--- src/hw/csc_map.svh ---
// register offsets, field positions and reset values of the command source combiner
`ifndef CSC_MAP_SVH
`define CSC_MAP_SVH

// byte offsets of the register words
`define CSC_OFS_SEL          4'h0
`define CSC_OFS_SER          4'h4
`define CSC_OFS_STAT         4'h8

// source selector word fields
`define CSC_SEL_DIR_LSB      0
`define CSC_SEL_SETUP_LSB    2
`define CSC_SEL_PRESET_LSB   4
`define CSC_SEL_W            6

// serial command word fields
`define CSC_SER_REV_BIT      0
`define CSC_SER_SETUP_LSB    1
`define CSC_SER_PRESET_LSB   3
`define CSC_SER_W            5

// status word fields
`define CSC_STAT_CCW_BIT     0
`define CSC_STAT_SETUP_LSB   1
`define CSC_STAT_PRESET_LSB  3
`define CSC_STAT_TREV_BIT    5
`define CSC_STAT_TSETUP_LSB  6
`define CSC_STAT_TPRESET_LSB 8
`define CSC_STAT_W           10

// reset values
`define CSC_SEL_RST          6'h00
`define CSC_SER_RST          5'h00
`define CSC_IDX_RST          2'h0
`define CSC_ONEHOT_RST       4'h1

`endif

--- src/hw/csc_pkg.sv ---
// types shared by the command source combiner files
package csc_pkg;

    // combining mode of one source selector
    typedef enum logic [1:0]
    {
        CSC_TERM = 2'b00,
        CSC_SER  = 2'b01,
        CSC_AND  = 2'b10,
        CSC_OR   = 2'b11
    } csc_mode_t;

    // the three independent source selectors
    typedef struct packed
    {
        csc_mode_t preset;
        csc_mode_t setup;
        csc_mode_t dir;
    } csc_sel_t;

    // command bits, as held by the terminals or by the serial word
    typedef struct packed
    {
        logic [1:0] preset;
        logic [1:0] setup;
        logic       rev;
    } csc_cmd_t;

endpackage

--- src/hw/csc_combine.sv ---
// four-way terminal/serial combiner for one command field
`timescale 1ns/10ps
module csc_combine #(
    parameter int W = 2
) (
    // selector
    input  wire csc_pkg::csc_mode_t mode_in,
    // the two sources
    input  wire logic [W-1:0]       term_in,
    input  wire logic [W-1:0]       ser_in,
    // combined value
    output logic      [W-1:0]       comb_out
);
    import csc_pkg::*;

    // pure selection; the caller registers the result
    always_comb
    begin
        unique case (mode_in)
            CSC_TERM: comb_out = term_in;           // serial ignored
            CSC_SER:  comb_out = ser_in;            // terminals ignored
            CSC_AND:  comb_out = term_in & ser_in;  // both must agree
            CSC_OR:   comb_out = term_in | ser_in;  // either source
        endcase
    end
endmodule

--- src/hw/csc_top.sv ---
// command source combiner: direction, setup and preset selection with an avalon-mm register slave
//
// Functional notes
// code 0: direction follows reverse terminal only
// code 1: direction follows serial reverse only
// code 2: reverse needs terminal and serial
// code 3: reverse on terminal or serial
// setup number is one plus combined pair
// preset number uses own independent selector
// master writes numeric selector codes 0..3
// setup number picks the active stored setup
// each command selects terminal, serial or both
// outputs registered; reset gives clockwise, 1, 1
`timescale 1ns/10ps
`include "csc_map.svh"
module csc_top #(
    parameter int ADDR_W = 4,
    parameter int NSETUP = 4
) (
    // clock and reset
    input  wire logic                  core_clk_in,
    input  wire logic                  reset_in,
    // avalon-mm slave
    input  wire logic [ADDR_W-1:0]     avs_address_in,
    input  wire logic                  avs_read_in,
    input  wire logic                  avs_write_in,
    input  wire logic [31:0]           avs_writedata_in,
    input  wire logic [3:0]            avs_byteenable_in,
    output logic      [31:0]           avs_readdata_out,
    output logic                       avs_waitrequest_out,
    // digital input terminals
    input  wire csc_pkg::csc_cmd_t     term_in,
    // combined commands
    output logic                       dir_ccw_out,
    output logic      [1:0]            setup_idx_out,
    output logic      [1:0]            preset_idx_out,
    output logic      [NSETUP-1:0]     setup_active_out
);
    import csc_pkg::*;

    // ****************************************
    // register slave
    // ****************************************

    csc_sel_t    sel_ff;          // source selectors
    csc_sel_t    nxt_sel;
    csc_cmd_t    ser_ff;          // serial command bits
    csc_cmd_t    nxt_ser;
    logic        wait_ff;         // waitrequest, high while idle
    logic        nxt_wait;
    logic [31:0] rdata_ff;        // read data held for the answer cycle
    logic [31:0] nxt_rdata;
    logic        req;             // a read or write is pending
    logic        acc_wr;          // write accepted at this edge
    logic [31:0] stat_word;       // live status for readback

    assign req    = avs_read_in | avs_write_in;
    assign acc_wr = avs_write_in & ~wait_ff;

    // status shows the block's own outputs and the raw terminals
    always_comb
    begin
        stat_word = 32'h0;
        stat_word[`CSC_STAT_CCW_BIT]                     = dir_ccw_out;
        stat_word[`CSC_STAT_SETUP_LSB +: 2]              = setup_idx_out;
        stat_word[`CSC_STAT_PRESET_LSB +: 2]             = preset_idx_out;
        stat_word[`CSC_STAT_TREV_BIT]                    = term_in.rev;
        stat_word[`CSC_STAT_TSETUP_LSB +: 2]             = term_in.setup;
        stat_word[`CSC_STAT_TPRESET_LSB +: 2]            = term_in.preset;
    end

    // one wait cycle per access: the fixed latency keeps the decode trivially timed
    always_comb
    begin
        nxt_wait  = ~(req & wait_ff);
        nxt_rdata = rdata_ff;
        nxt_sel   = sel_ff;
        nxt_ser   = ser_ff;
        if (avs_read_in && wait_ff)
        begin
            // unmapped offsets read as zero
            unique case (avs_address_in)
                `CSC_OFS_SEL:  nxt_rdata = {{(32-`CSC_SEL_W){1'b0}}, sel_ff};
                `CSC_OFS_SER:  nxt_rdata = {{(32-`CSC_SER_W){1'b0}}, ser_ff};
                `CSC_OFS_STAT: nxt_rdata = stat_word;
                default:       nxt_rdata = 32'h0;
            endcase
        end
        // every writable field sits in byte lane 0; other lanes and offsets are ignored
        if (acc_wr && avs_byteenable_in[0])
        begin
            if (avs_address_in == `CSC_OFS_SEL)
            begin
                // the selector takes the numeric code only, 0..3 per field, see see
                nxt_sel = csc_sel_t'(avs_writedata_in[`CSC_SEL_W-1:0]);
            end
            if (avs_address_in == `CSC_OFS_SER)
            begin
                nxt_ser = csc_cmd_t'(avs_writedata_in[`CSC_SER_W-1:0]);
            end
        end
    end

    // bus state registers
    always_ff @(posedge core_clk_in or posedge reset_in)
    begin
        if (reset_in)
        begin
            wait_ff  <= 1'b1;
            rdata_ff <= 32'h0;
            sel_ff   <= csc_sel_t'(`CSC_SEL_RST);
            ser_ff   <= csc_cmd_t'(`CSC_SER_RST);
        end
        else
        begin
            wait_ff  <= nxt_wait;
            rdata_ff <= nxt_rdata;
            sel_ff   <= nxt_sel;
            ser_ff   <= nxt_ser;
        end
    end

    assign avs_waitrequest_out = wait_ff;
    assign avs_readdata_out    = rdata_ff;

    // ****************************************
    // combining logic
    // ****************************************

    logic [0:0]        comb_dir;     // combined reverse request
    logic [1:0]        comb_setup;   // combined setup pair, msb first
    logic [1:0]        comb_preset;  // combined preset pair, msb first
    logic              dir_ff;
    logic [1:0]        setup_ff;
    logic [1:0]        preset_ff;
    logic [NSETUP-1:0] onehot_ff;
    logic [NSETUP-1:0] nxt_onehot;

    // direction: 1 means counter-clockwise, see see see see
    csc_combine #(.W(1)) u_dir (
        .mode_in  (sel_ff.dir),
        .term_in  (term_in.rev),
        .ser_in   (ser_ff.rev),
        .comb_out (comb_dir)
    );

    // setup pair, index is setup number minus one, see
    csc_combine #(.W(2)) u_setup (
        .mode_in  (sel_ff.setup),
        .term_in  (term_in.setup),
        .ser_in   (ser_ff.setup),
        .comb_out (comb_setup)
    );

    // preset pair on its own selector, see
    csc_combine #(.W(2)) u_preset (
        .mode_in  (sel_ff.preset),
        .term_in  (term_in.preset),
        .ser_in   (ser_ff.preset),
        .comb_out (comb_preset)
    );

    // decode of the active setup, one bit per stored setup, see
    generate
        for (genvar i = 0; i < NSETUP; i++)
        begin : g_onehot
            assign nxt_onehot[i] = (comb_setup == 2'(i));
        end
    endgenerate

    // outputs lag any input one clock so all three change together, see
    always_ff @(posedge core_clk_in or posedge reset_in)
    begin
        if (reset_in)
        begin
            dir_ff    <= 1'b0;
            setup_ff  <= `CSC_IDX_RST;
            preset_ff <= `CSC_IDX_RST;
            onehot_ff <= NSETUP'(`CSC_ONEHOT_RST);
        end
        else
        begin
            dir_ff    <= comb_dir[0];
            setup_ff  <= comb_setup;
            preset_ff <= comb_preset;
            onehot_ff <= nxt_onehot;
        end
    end

    assign dir_ccw_out      = dir_ff;
    assign setup_idx_out    = setup_ff;
    assign preset_idx_out   = preset_ff;
    assign setup_active_out = onehot_ff;

    // ****************************************
    // checks
    // ****************************************

    logic past_ok_ff;   // previous edge was outside reset

    always_ff @(posedge core_clk_in or posedge reset_in)
    begin
        if (reset_in)
            past_ok_ff <= 1'b0;
        else
            past_ok_ff <= 1'b1;
    end

    // independent model of one combining mode
    function automatic logic [1:0] ref_comb(input logic [1:0] m, input logic [1:0] t, input logic [1:0] s);
        logic [1:0] r;
        r = t;
        if (m == 2'h1)
            r = s;
        if (m == 2'h2)
            r = t & s;
        if (m == 2'h3)
            r = t | s;
        return r;
    endfunction
endmodule

--- config.mk ---
export PLATFORM = sky130hd
export DESIGN_NAME = csc_top
export DESIGN_NICKNAME = d
export VERILOG_FILES = /design/src/hw/csc_pkg.sv /design/src/hw/csc_combine.sv /design/src/hw/csc_top.sv
export VERILOG_INCLUDE_DIRS = /design/src /design/src/hw
export SDC_FILE = /design/constraint.sdc
export NUM_CORES = 1
export LEC_CHECK = 0
export ABC_AREA = 1
export BUFFER_PORTS_ARGS = -buffer_cell sky130_fd_sc_hd__buf_4
export CAP_MARGIN = 5
export CORE_ASPECT_RATIO = 1.4
export CORE_MARGIN = 8
export CORE_UTILIZATION = 37
export DETAILED_ROUTE_END_ITERATION = 10
export PLACE_DENSITY = 0.68
export SLEW_MARGIN = 30
export SYNTH_ARGS = -nofsm -noshare
export SYNTH_HDL_FRONTEND = slang
export SYNTH_HIERARCHICAL = 1
export SYNTH_SLANG_ARGS = --single-unit
--- constraint.sdc ---
create_clock -name core_clk_in -period 1.5 [get_ports core_clk_in]
set_input_delay 0.3 -clock core_clk_in [delete_from_list [all_inputs] [get_ports core_clk_in]]
set_output_delay 0.3 -clock core_clk_in [all_outputs]
set_load 0.005 [all_outputs]
Word-level counts from Yosys, hierarchy flattened
Cells that the tools add are included.
{"block": "totals", "out_inout_bits": 42, "latch_bits": 0, "n_memories": 0, "input_bits": 49, "regBits": 53, "mem_bits_ro": 0, "ramBits": 0}
{"block": "classes", "n_bitwise": 11, "n_addsub": 0, "shifts": 0, "n_mux": 4, "eq_ne": 14, "div_mod_pow": 0, "reduce_logical": 9, "multipliers": 0, "n_lt_le_gt_ge": 0}
{"operator": "one-hot mux 10 bit (3 select lines)", "n": 1}
{"operator": "equality test 2 bit, second input constant", "n": 8}
{"operator": "one-hot mux 2 bit (4 select lines)", "n": 2}
{"operator": "equality test 2 x 1 -> 1 bit, second input constant", "n": 4}
{"operator": "logical NOT 2 bit", "n": 4}
{"operator": "bitwise AND 2 bit", "n": 2}
{"operator": "equality test 4 x 3 -> 1 bit, second input constant", "n": 1}
{"operator": "equality test 4 bit, second input constant", "n": 1}
{"operator": "logical NOT 4 bit", "n": 1}
{"operator": "OR 2 bit", "n": 2}
{"operator": "one-hot mux 1 bit (4 select lines)", "n": 1}
{"operator": "AND reduction 2 bit", "n": 2}
{"operator": "bitwise AND 1 bit", "n": 3}
{"operator": "logical AND 1 bit", "n": 2}
{"operator": "inverter 1 bit", "n": 2}
{"operator": "OR 1 bit", "n": 2}

Longest topological paths before layout
Gate-level depths: netlist of the first run.
{"block": "logic_depth", "word_depth": 4, "depth_mapped": 7, "mapped_depth_nobuf": 6}

Hierarchy
Netlist of the first run, hierarchy kept.
{"mod": "csc_top", "area_per_inst_um2": 1516.5, "cells_per_inst": 168, "seq_area_each_um2": 778.2, "instances": 1}
{"mod": "csc_combine (u_preset ...)", "area_per_inst_um2": 58.8, "cells_per_inst": 15, "seq_area_each_um2": 0.0, "instances": 2}
{"mod": "csc_combine (u_dir)", "area_per_inst_um2": 36.3, "cells_per_inst": 9, "seq_area_each_um2": 0.0, "instances": 1}

Least setup slack after synthesis of the first run
No wires, ideal clock.
{"block": "synth_path", "path_kind": "register to register", "startpoint": "register wait_ff (netlist: avs_waitrequest_out)", "endpoint": "register ser_ff[0] (netlist name)", "slack_ps": 331, "arrival_ps": 1104, "setup_ps": 65, "n_path_buf": 1, "stages_incl_launch_ff": 5, "cell_sequence": "dfstp_2 nand3b_4 buf_1 o21ai_0 nand2_1"}
{"block": "synth_between", "elab_chain_cells": 4}
{"element": "start, declared", "line_no": "csc_top.sv:49", "source": "logic wait_ff;"}
{"element": "start signal, assigned", "line_no": "csc_top.sv:116", "source": "wait_ff <= nxt_wait;"}
{"element": "inverter 1 bit", "line_no": "csc_top.sv:58", "source": "assign acc_wr = avs_write_in & ~wait_ff;"}
{"element": "bitwise AND 1 bit", "line_no": "csc_top.sv:58"}
{"element": "logical AND 1 bit", "line_no": "csc_top.sv:90", "source": "if (acc_wr && avs_byteenable_in[0])"}
{"element": "AND reduction 2 bit (no line)"}
{"element": "end signal, assigned", "line_no": "csc_top.sv:112", "source": "ser_ff <= csc_cmd_t'(`CSC_SER_RST);"}
{"element": "end signal, assigned", "line_no": "csc_top.sv:119", "source": "ser_ff <= nxt_ser;"}
{"element": "end, declared", "line_no": "csc_top.sv:47", "source": "csc_cmd_t ser_ff;"}
No other way between the ends.
A chain may end at the register's enable or synchronous reset.

Worst setup path after layout of the first run
{"block": "layout_path", "startpoint": "register wait_ff (netlist: avs_waitrequest_out)", "endpoint": "register rdata_ff[8] (netlist: avs_readdata_out[8])"}
{"block": "layout_between", "elab_chain_cells": 1}
{"element": "logical AND 1 bit", "line_no": "csc_top.sv:79", "source": "if (avs_read_in && wait_ff)"}
{"element": "end signal, assigned", "line_no": "csc_top.sv:117", "source": "rdata_ff <= nxt_rdata;"}
{"element": "end, declared", "line_no": "csc_top.sv:51", "source": "logic [31:0] rdata_ff;"}
No other way between the ends.

==> flow_results.xml, run 1 <==
<?xml version="1.0" encoding="UTF-8"?>
<metrics>
  <group name="setup_path">
    <metric name="crit_path_start_kind" unit="">flip-flop</metric>
    <metric name="cp.depth" unit="">4</metric>
    <metric name="critPathMostFrequentCell" unit="">nand2_1</metric>
    <metric name="buffer_and_inverter_count_on_the_worst_path" unit="">0</metric>
    <metric name="crit_end" unit="">avs_readdata_out[8]</metric>
    <metric name="reg2regPathDepth" unit="">4</metric>
    <metric name="crit_path_max_incr_delay" unit="ns">0.55</metric>
    <metric name="rr_startpoint" unit="">avs_waitrequest_out</metric>
    <metric name="data_required_critical_path" unit="ns">1.72</metric>
    <metric name="kind_of_critical_path" unit="">reg -&gt; reg</metric>
    <metric name="slowest_stage" unit="">dfstp_2</metric>
    <metric name="critical_path.cell_chain" unit="">nand2_1 -&gt; nor2_2 -&gt; nand2_1 -&gt; nand2_1</metric>
    <metric name="r2r_setup_slack" unit="ns">0.26</metric>
    <metric name="cp_max_fo" unit="">9</metric>
    <metric name="timing.critical_path.max_delay_family" unit="">simple AND/OR/NAND/NOR gates</metric>
    <metric name="setup.worst_path.start" unit="">avs_waitrequest_out</metric>
    <metric name="end_kind" unit="">flip-flop</metric>
    <metric name="crit_path_dat" unit="ns">1.45</metric>
    <metric name="capturing_point_of_the_worst_reg2reg_path" unit="">avs_readdata_out[8]</metric>
  </group>
  <group name="synthesis">
    <metric name="synthFlopType" unit="">dfrtp_1</metric>
    <metric name="synth.cell_area" unit="sq um">1670</metric>
    <metric name="netlist_top_cells_count" unit="">nand2_1 (81), dfrtp_1 (29), nand3_1 (26), buf_4 (22), inv_1 (13)</metric>
    <metric name="synth.distinct_cells" unit="">21</metric>
    <metric name="synth_warnings" unit="">6</metric>
    <metric name="post-synth-top-area-fraction" unit="">0.434</metric>
    <metric name="post_synth_inst_count" unit="">207</metric>
    <metric name="synth_compound_gate_area_share" unit="">0.0360</metric>
    <metric name="adder_cell_share_of_the_synthesized_area" unit="">0</metric>
    <metric name="synthMuxAreaShare" unit="">0</metric>
    <metric name="synthSimpleGateAreaFrac" unit="">0.343</metric>
    <metric name="async_reset_ff_frac" unit="">1.00</metric>
    <metric name="synth_top_cells_by_area" unit="">dfrtp_1 (43%), nand2_1 (18%), buf_4 (9.9%), nand3_1 (7.8%), dfstp_2 (3.1%)</metric>
    <metric name="main_combinational_cell_family_by_area_after_synthesis" unit="">simple AND/OR/NAND/NOR gates</metric>
    <metric name="synthXorXnorAreaFrac" unit="">0</metric>
    <metric name="post_synth.cell_area_avg" unit="sq um">8.07</metric>
    <metric name="synth-seq-cells" unit="">31</metric>
    <metric name="synth.yosys.seq_area_share" unit="">0.466</metric>
    <metric name="synth_edf_count" unit="">0</metric>
    <metric name="yosysTopAreaCell" unit="">dfrtp_1</metric>
    <metric name="synthMostInstantiatedCell" unit="">nand2_1</metric>
  </group>
  <group name="floorplanning">
    <metric name="core_area" unit="sq um">4430</metric>
    <metric name="start_util" unit="">0.377</metric>
    <metric name="rows" unit="">29</metric>
    <metric name="height_of_the_die" unit="um">95.5</metric>
    <metric name="die_width" unit="um">72.8</metric>
    <metric name="die_area" unit="sq um">6950</metric>
    <metric name="io_pins" unit="">91</metric>
  </group>
  <group name="finish">
    <metric name="final_core_util" unit="">0.464</metric>
    <metric name="fin_cells" unit="">314</metric>
    <metric name="layout.area.seq" unit="sq um">778</metric>
    <metric name="area_growth_syn_to_layout" unit="%">23.1</metric>
    <metric name="fillers" unit="">472</metric>
    <metric name="postLayoutCellArea" unit="sq um">2060</metric>
    <metric name="antenna-diode-count" unit="">0</metric>
    <metric name="final_net_count" unit="">300</metric>
    <metric name="multi_input_gate_area" unit="sq um">716</metric>
    <metric name="layout_cell_share_with_drive_strength_beyond_1" unit="">0.258</metric>
  </group>
  <group name="grt">
    <metric name="wire_length_of_the_first_global_routing_pass" unit="mm">5.92</metric>
    <metric name="grtUsageTotal" unit="">0.108</metric>
    <metric name="globalRouteOverflowTotal" unit="">0</metric>
    <metric name="vias_in_the_first_global_route" unit="">1360</metric>
    <metric name="antenna_violations_before_repair" unit="">0</metric>
    <metric name="grt_max_degree" unit="">32</metric>
  </group>
  <group name="clocking">
    <metric name="htreeDepth" unit="">2</metric>
    <metric name="cts-buffers-inserted" unit="">5</metric>
    <metric name="post_cts_hold_buffer_count" unit="">0</metric>
    <metric name="post_cts.repair.setup_buffers" unit="">0</metric>
    <metric name="cts_tree" unit="">yes</metric>
    <metric name="worst_setup_hold_path_clk_slew" unit="ns">0.06</metric>
    <metric name="post_cts_resized" unit="">0</metric>
    <metric name="clkSinkCount" unit="">31</metric>
    <metric name="clock_insertion_delay_worst_skew" unit="ns">0.28</metric>
    <metric name="ctsLongestPathBuffers" unit="">2</metric>
    <metric name="clockRootBuffer" unit="">clkbuf_8</metric>
  </group>
  <group name="placed_design">
    <metric name="numPlacedInstances" unit="">306</metric>
    <metric name="detailedPlacementHpwl" unit="mm">2.84</metric>
    <metric name="port-buffer-count" unit="">39</metric>
    <metric name="post-place-ws" unit="ns">0.234</metric>
    <metric name="gp_congestion" unit="">0.770</metric>
    <metric name="placed_area" unit="sq um">1960</metric>
  </group>
  <group name="status">
    <metric name="outcome" unit="">completed</metric>
  </group>
  <group name="sta">
    <metric name="max_clock_freq" unit="MHz">809</metric>
    <metric name="timing.final.max_slew_violations" unit="">0</metric>
    <metric name="fin_setup_tns" unit="ns">0</metric>
    <metric name="report.final.setup_viol" unit="">0</metric>
    <metric name="slack_of_the_critical_path" unit="ns">0.264</metric>
    <metric name="rsz0062_at_grt" unit="">no</metric>
    <metric name="clock-skew-final" unit="ns">0.00399</metric>
    <metric name="post-route-min-period" unit="ns">1.24</metric>
    <metric name="hold_viol" unit="">0</metric>
    <metric name="layout_worst_path_cycle_share" unit="">0.824</metric>
  </group>
  <group name="routing">
    <metric name="drt-vias-per-instance" unit="">4.26</metric>
    <metric name="detail-route-antenna-nets" unit="">0</metric>
    <metric name="finalWirelength" unit="mm">3.49</metric>
    <metric name="drt-wirelength-per-cell" unit="um">11.1</metric>
    <metric name="drc_errors" unit="">0</metric>
    <metric name="via_count" unit="">1339</metric>
    <metric name="first_iter_violations" unit="">47</metric>
    <metric name="drt-pass1-iter-count" unit="">4</metric>
  </group>
  <group name="power_and_ir_drop">
    <metric name="cellPowerDensity" unit="nW/um^2">1030</metric>
    <metric name="p_leak" unit="uW">0.00118</metric>
    <metric name="worst_ir_drop_vdd" unit="mV">0.348</metric>
  </group>
  <group name="job">
    <metric name="cap_violations" unit="">0</metric>
  </group>
  <group name="worst_hold_path">
    <metric name="path_category_of_the_worst_min_delay_check" unit="">in -&gt; async</metric>
  </group>
</metrics>
==> layer usage <==
layer,track usage,vias to the layer above,share of wire
met4,0.0670,0,0.025
met3,0.0347,5,0.071
met2,0.193,40,0.52
li1,-,691,-
met5,0,-,0
met1,0.105,603,0.39
==> registers in the layout, summed over array words and instances, names as in the netlist <==
name and count:
avs_readdata_out 10, avs_waitrequest_out 1, dir_ccw_out 1, preset_idx_out 2, sel_ff 6, ser_ff 5
setup_active_out 4, setup_idx_out 2
==> stage by stage <==
stage	total power [uW]	hold WS (ns)
floorplan	1270	0.363
global placement	1420	0.406
detailed placement	1430	0.406
CTS	2140	0.105
global route	2230	0.152
finish	2110	0.0969
==> layout by cell type, fill, tap and decap left out, types with 3 or more instances in the layout <==
master / synthesis / layout
nand2_1: 81 / 81
nor2_1: 3 / 3
nand3_1: 26 / 26
o21ai_0: 10 / 10
clkbuf_8: 0 / 7
nor2_4: 3 / 3
conb_1: 1 / 22
dfrtp_1: 29 / 29
buf_4: 22 / 41
inv_1: 13 / 13
nor2_2: 4 / 4
==> worst min path at each step <==
stage	slack, ns	endpoint	cells past startpoint	from
6_report	0.1	setup_active_out[3]	3	reset_in
5_1_grt	0.15	setup_active_out[2]	3	reset_in
4_1_cts	0.10	setup_active_out[3]	3	reset_in
3_5_place_dp	0.41	setup_active_out[3]	3	reset_in
3_3_place_gp	0.41	setup_active_out[3]	3	reset_in
2_1_floorplan	0.36	avs_waitrequest_out	1	avs_read_in
==> cell type report <==
type | count | share of cell area
inverter | 15 | 0.0274
multi-input combinational | 156 | 0.348
tap | 62 | 0.0377
clock buffer | 8 | 0.0487
sequential | 31 | 0.379
timing repair buffer | 42 | 0.159
==> power breakdown <==
group | internal, uW | total, uW | switching (uW)
clock | 418 | 704 | 286
combinational | 181 | 394 | 213
sequential | 944 | 1010 | 71.0
==> cell families (layout without fill, tap and decap cells) <==
kind of cell | after synthesis | in the layout
and+or+nand+nor | 122 | 122
DFF | 31 | 31
AOI/OAI and AO/OA | 12 | 12
buffers and inverters | 41 | 65
other | 1 | 22
==> tightest hold or removal path: stages <==
cell   delay, ns
buf_4       0.10
inv_1       0.04
buf_4       0.34
No activity file was read; power rests on OpenSTA's default activity.
==> run 2: changes to the inputs <==
Clock period 1.5 ns to 1.25 ns, I/O delays scaled along.
==> flow_results.xml, run 2 (synthesis results as in run 1) <==
<?xml version="1.0" encoding="UTF-8"?>
<metrics>
  <group name="floorplanning">
    <metric name="core_area" unit="sq um">4430</metric>
    <metric name="rows" unit="">29</metric>
    <metric name="start_util" unit="">0.377</metric>
    <metric name="die_width" unit="um">72.8</metric>
    <metric name="height_of_the_die" unit="um">95.5</metric>
    <metric name="die_area" unit="sq um">6950</metric>
    <metric name="io_pins" unit="">91</metric>
  </group>
  <group name="power_and_ir_drop">
    <metric name="worst_ir_drop_vdd" unit="mV">0.363</metric>
    <metric name="p_leak" unit="uW">0.00120</metric>
    <metric name="p_total" unit="uW">2580</metric>
    <metric name="cellPowerDensity" unit="nW/um^2">1240</metric>
  </group>
  <group name="finish">
    <metric name="layout_commonest_cell" unit="">nand2_1</metric>
    <metric name="final_net_count" unit="">303</metric>
    <metric name="area_growth_syn_to_layout" unit="%">25.1</metric>
    <metric name="flip_flop_count_of_the_largest_register_all_copies_and_words_added" unit="">10</metric>
    <metric name="layout_cell_share_with_drive_strength_beyond_1" unit="">0.275</metric>
    <metric name="final_cell_mix" unit="">nand2_1 (80), buf_4 (44), dfrtp_1 (29)</metric>
    <metric name="antenna-diode-count" unit="">0</metric>
  </group>
  <group name="sta">
    <metric name="max_clock_freq" unit="MHz">824</metric>
    <metric name="clock-skew-final" unit="ns">0.00598</metric>
    <metric name="hold_viol" unit="">0</metric>
    <metric name="slack_of_the_critical_path" unit="ns">0.0367</metric>
    <metric name="timing.final.max_slew_violations" unit="">0</metric>
    <metric name="layout_worst_path_cycle_share" unit="">0.971</metric>
    <metric name="post-route-min-period" unit="ns">1.21</metric>
    <metric name="fin_setup_tns" unit="ns">0</metric>
    <metric name="rsz0062_at_grt" unit="">no</metric>
    <metric name="report.final.setup_viol" unit="">0</metric>
  </group>
  <group name="routing">
    <metric name="detail-route-antenna-nets" unit="">0</metric>
    <metric name="drt-vias-per-instance" unit="">4.31</metric>
    <metric name="drt-pass1-iter-count" unit="">4</metric>
    <metric name="finalWirelength" unit="mm">3.65</metric>
    <metric name="first_iter_violations" unit="">60</metric>
    <metric name="drt-wirelength-per-cell" unit="um">11.5</metric>
    <metric name="drc_errors" unit="">0</metric>
    <metric name="via_count" unit="">1366</metric>
  </group>
  <group name="setup_path">
    <metric name="reg2regPathDepth" unit="">4</metric>
    <metric name="slowest_stage" unit="">dfstp_2</metric>
    <metric name="end_kind" unit="">output pin</metric>
    <metric name="timing.critical_path.max_delay_family" unit="">flip-flops</metric>
    <metric name="r2r_setup_slack" unit="ns">0.12</metric>
    <metric name="crit_end" unit="">avs_waitrequest_out</metric>
    <metric name="crit_path_start_kind" unit="">flip-flop</metric>
    <metric name="cp.depth" unit="">1</metric>
    <metric name="kind_of_critical_path" unit="">reg -&gt; out</metric>
    <metric name="rr_startpoint" unit="">avs_waitrequest_out</metric>
    <metric name="critical_path.cell_chain" unit="">buf_4</metric>
    <metric name="crit_path_dat" unit="ns">0.96</metric>
    <metric name="data_required_critical_path" unit="ns">1.00</metric>
    <metric name="crit_path_max_incr_delay" unit="ns">0.56</metric>
    <metric name="cp_max_fo" unit="">4</metric>
    <metric name="capturing_point_of_the_worst_reg2reg_path" unit="">sel_ff[5]</metric>
    <metric name="setup.worst_path.start" unit="">avs_waitrequest_out</metric>
    <metric name="buffer_and_inverter_count_on_the_worst_path" unit="">1</metric>
  </group>
  <group name="clocking">
    <metric name="ctsLongestPathBuffers" unit="">2</metric>
    <metric name="post_cts.repair.setup_buffers" unit="">0</metric>
    <metric name="clkSinkCount" unit="">31</metric>
    <metric name="htreeDepth" unit="">2</metric>
    <metric name="clockRootBuffer" unit="">clkbuf_8</metric>
    <metric name="post_cts_hold_buffer_count" unit="">0</metric>
    <metric name="cts_tree" unit="">yes</metric>
    <metric name="cts-buffers-inserted" unit="">5</metric>
    <metric name="worst_setup_hold_path_clk_slew" unit="ns">0.07</metric>
    <metric name="clock_insertion_delay_worst_skew" unit="ns">0.28</metric>
  </group>
  <group name="worst_hold_path">
    <metric name="path_category_of_the_worst_min_delay_check" unit="">in -&gt; async</metric>
  </group>
  <group name="grt">
    <metric name="grtUsageTotal" unit="">0.111</metric>
    <metric name="antenna_violations_before_repair" unit="">0</metric>
    <metric name="vias_in_the_first_global_route" unit="">1416</metric>
    <metric name="globalRouteOverflowTotal" unit="">0</metric>
    <metric name="wire_length_of_the_first_global_routing_pass" unit="mm">6.08</metric>
    <metric name="grt_max_degree" unit="">32</metric>
  </group>
  <group name="placed_design">
    <metric name="port-buffer-count" unit="">39</metric>
    <metric name="detailedPlacementHpwl" unit="mm">2.90</metric>
    <metric name="post-place-ws" unit="ns">0.0432</metric>
    <metric name="gp_congestion" unit="">0.777</metric>
  </group>
  <group name="status">
    <metric name="outcome" unit="">completed</metric>
  </group>
  <group name="job">
    <metric name="cap_violations" unit="">0</metric>
  </group>
</metrics>
[run 2: cell count changes in the layout (fill, tap and decap cells not counted), sizes merged]
cell | before | now
clkinvlp | 0 | 1
buf | 42 | 45
clkbuf | 8 | 7
[run 2: worst min-delay path by stage]
| stage | from | slack, ns | depth (start not counted) | endpoint |
|---|---|---|---|---|
| CTS | reset_in | 0.05 | 3 | setup_active_out[3] |
| global route | reset_in | 0.10 | 3 | setup_active_out[2] |
| floorplan | avs_read_in | 0.31 | 1 | avs_waitrequest_out |
| detailed placement | reset_in | 0.36 | 3 | setup_active_out[3] |
| global placement | reset_in | 0.36 | 3 | setup_active_out[3] |
| finish | reset_in | 0.04 | 3 | setup_active_out[3] |
[run 2: routing by layer]
layer  wire (um)  share of wire  vias to the layer above  GRT usage
li1            -              -                      694          -
met3         275          0.075                        8     0.0263
met1        1400           0.38                      616      0.111
met5           0              0                        -          0
met4          81          0.022                        0     0.0720
met2        1900           0.52                       48      0.199
[run 2: per-stage QoR]
step            util  std cells  hold slack, ns  area [sq um]
6_report       0.472        317          0.0390          2090
5_1_grt        0.472        317           0.102          2090
4_1_cts        0.470        317          0.0514          2080
3_5_place_dp   0.449        310           0.357          1990
3_3_place_gp   0.449        310           0.356          1990
2_1_floorplan      -        228           0.313          1750
[run 2: final cells by class]
class                           count  area (sq um)
Timing Repair Buffer               45           350
Sequential cell                    31           778
Tap cell                           62          77.6
Clock buffer                        7          96.3
Clock inverter                      1          7.51
Fill cell                         462          2340
Inverter                           15          56.3
Multi-Input combinational cell    156           723
[run 2: where the power goes]
part / switching [uW] / internal [uW]
clock network: 374 / 500
logic: 260 / 226
registers: 92.8 / 1130
total: 727 / 1860
[run 2: repair_timing]
| action | CTS | global route |
|---|---|---|
| gates resized for setup | 0 | 2 |
| endpoints found under the hold margin | 0 | 0 |
| setup endpoints to repair | 1 | 4 |
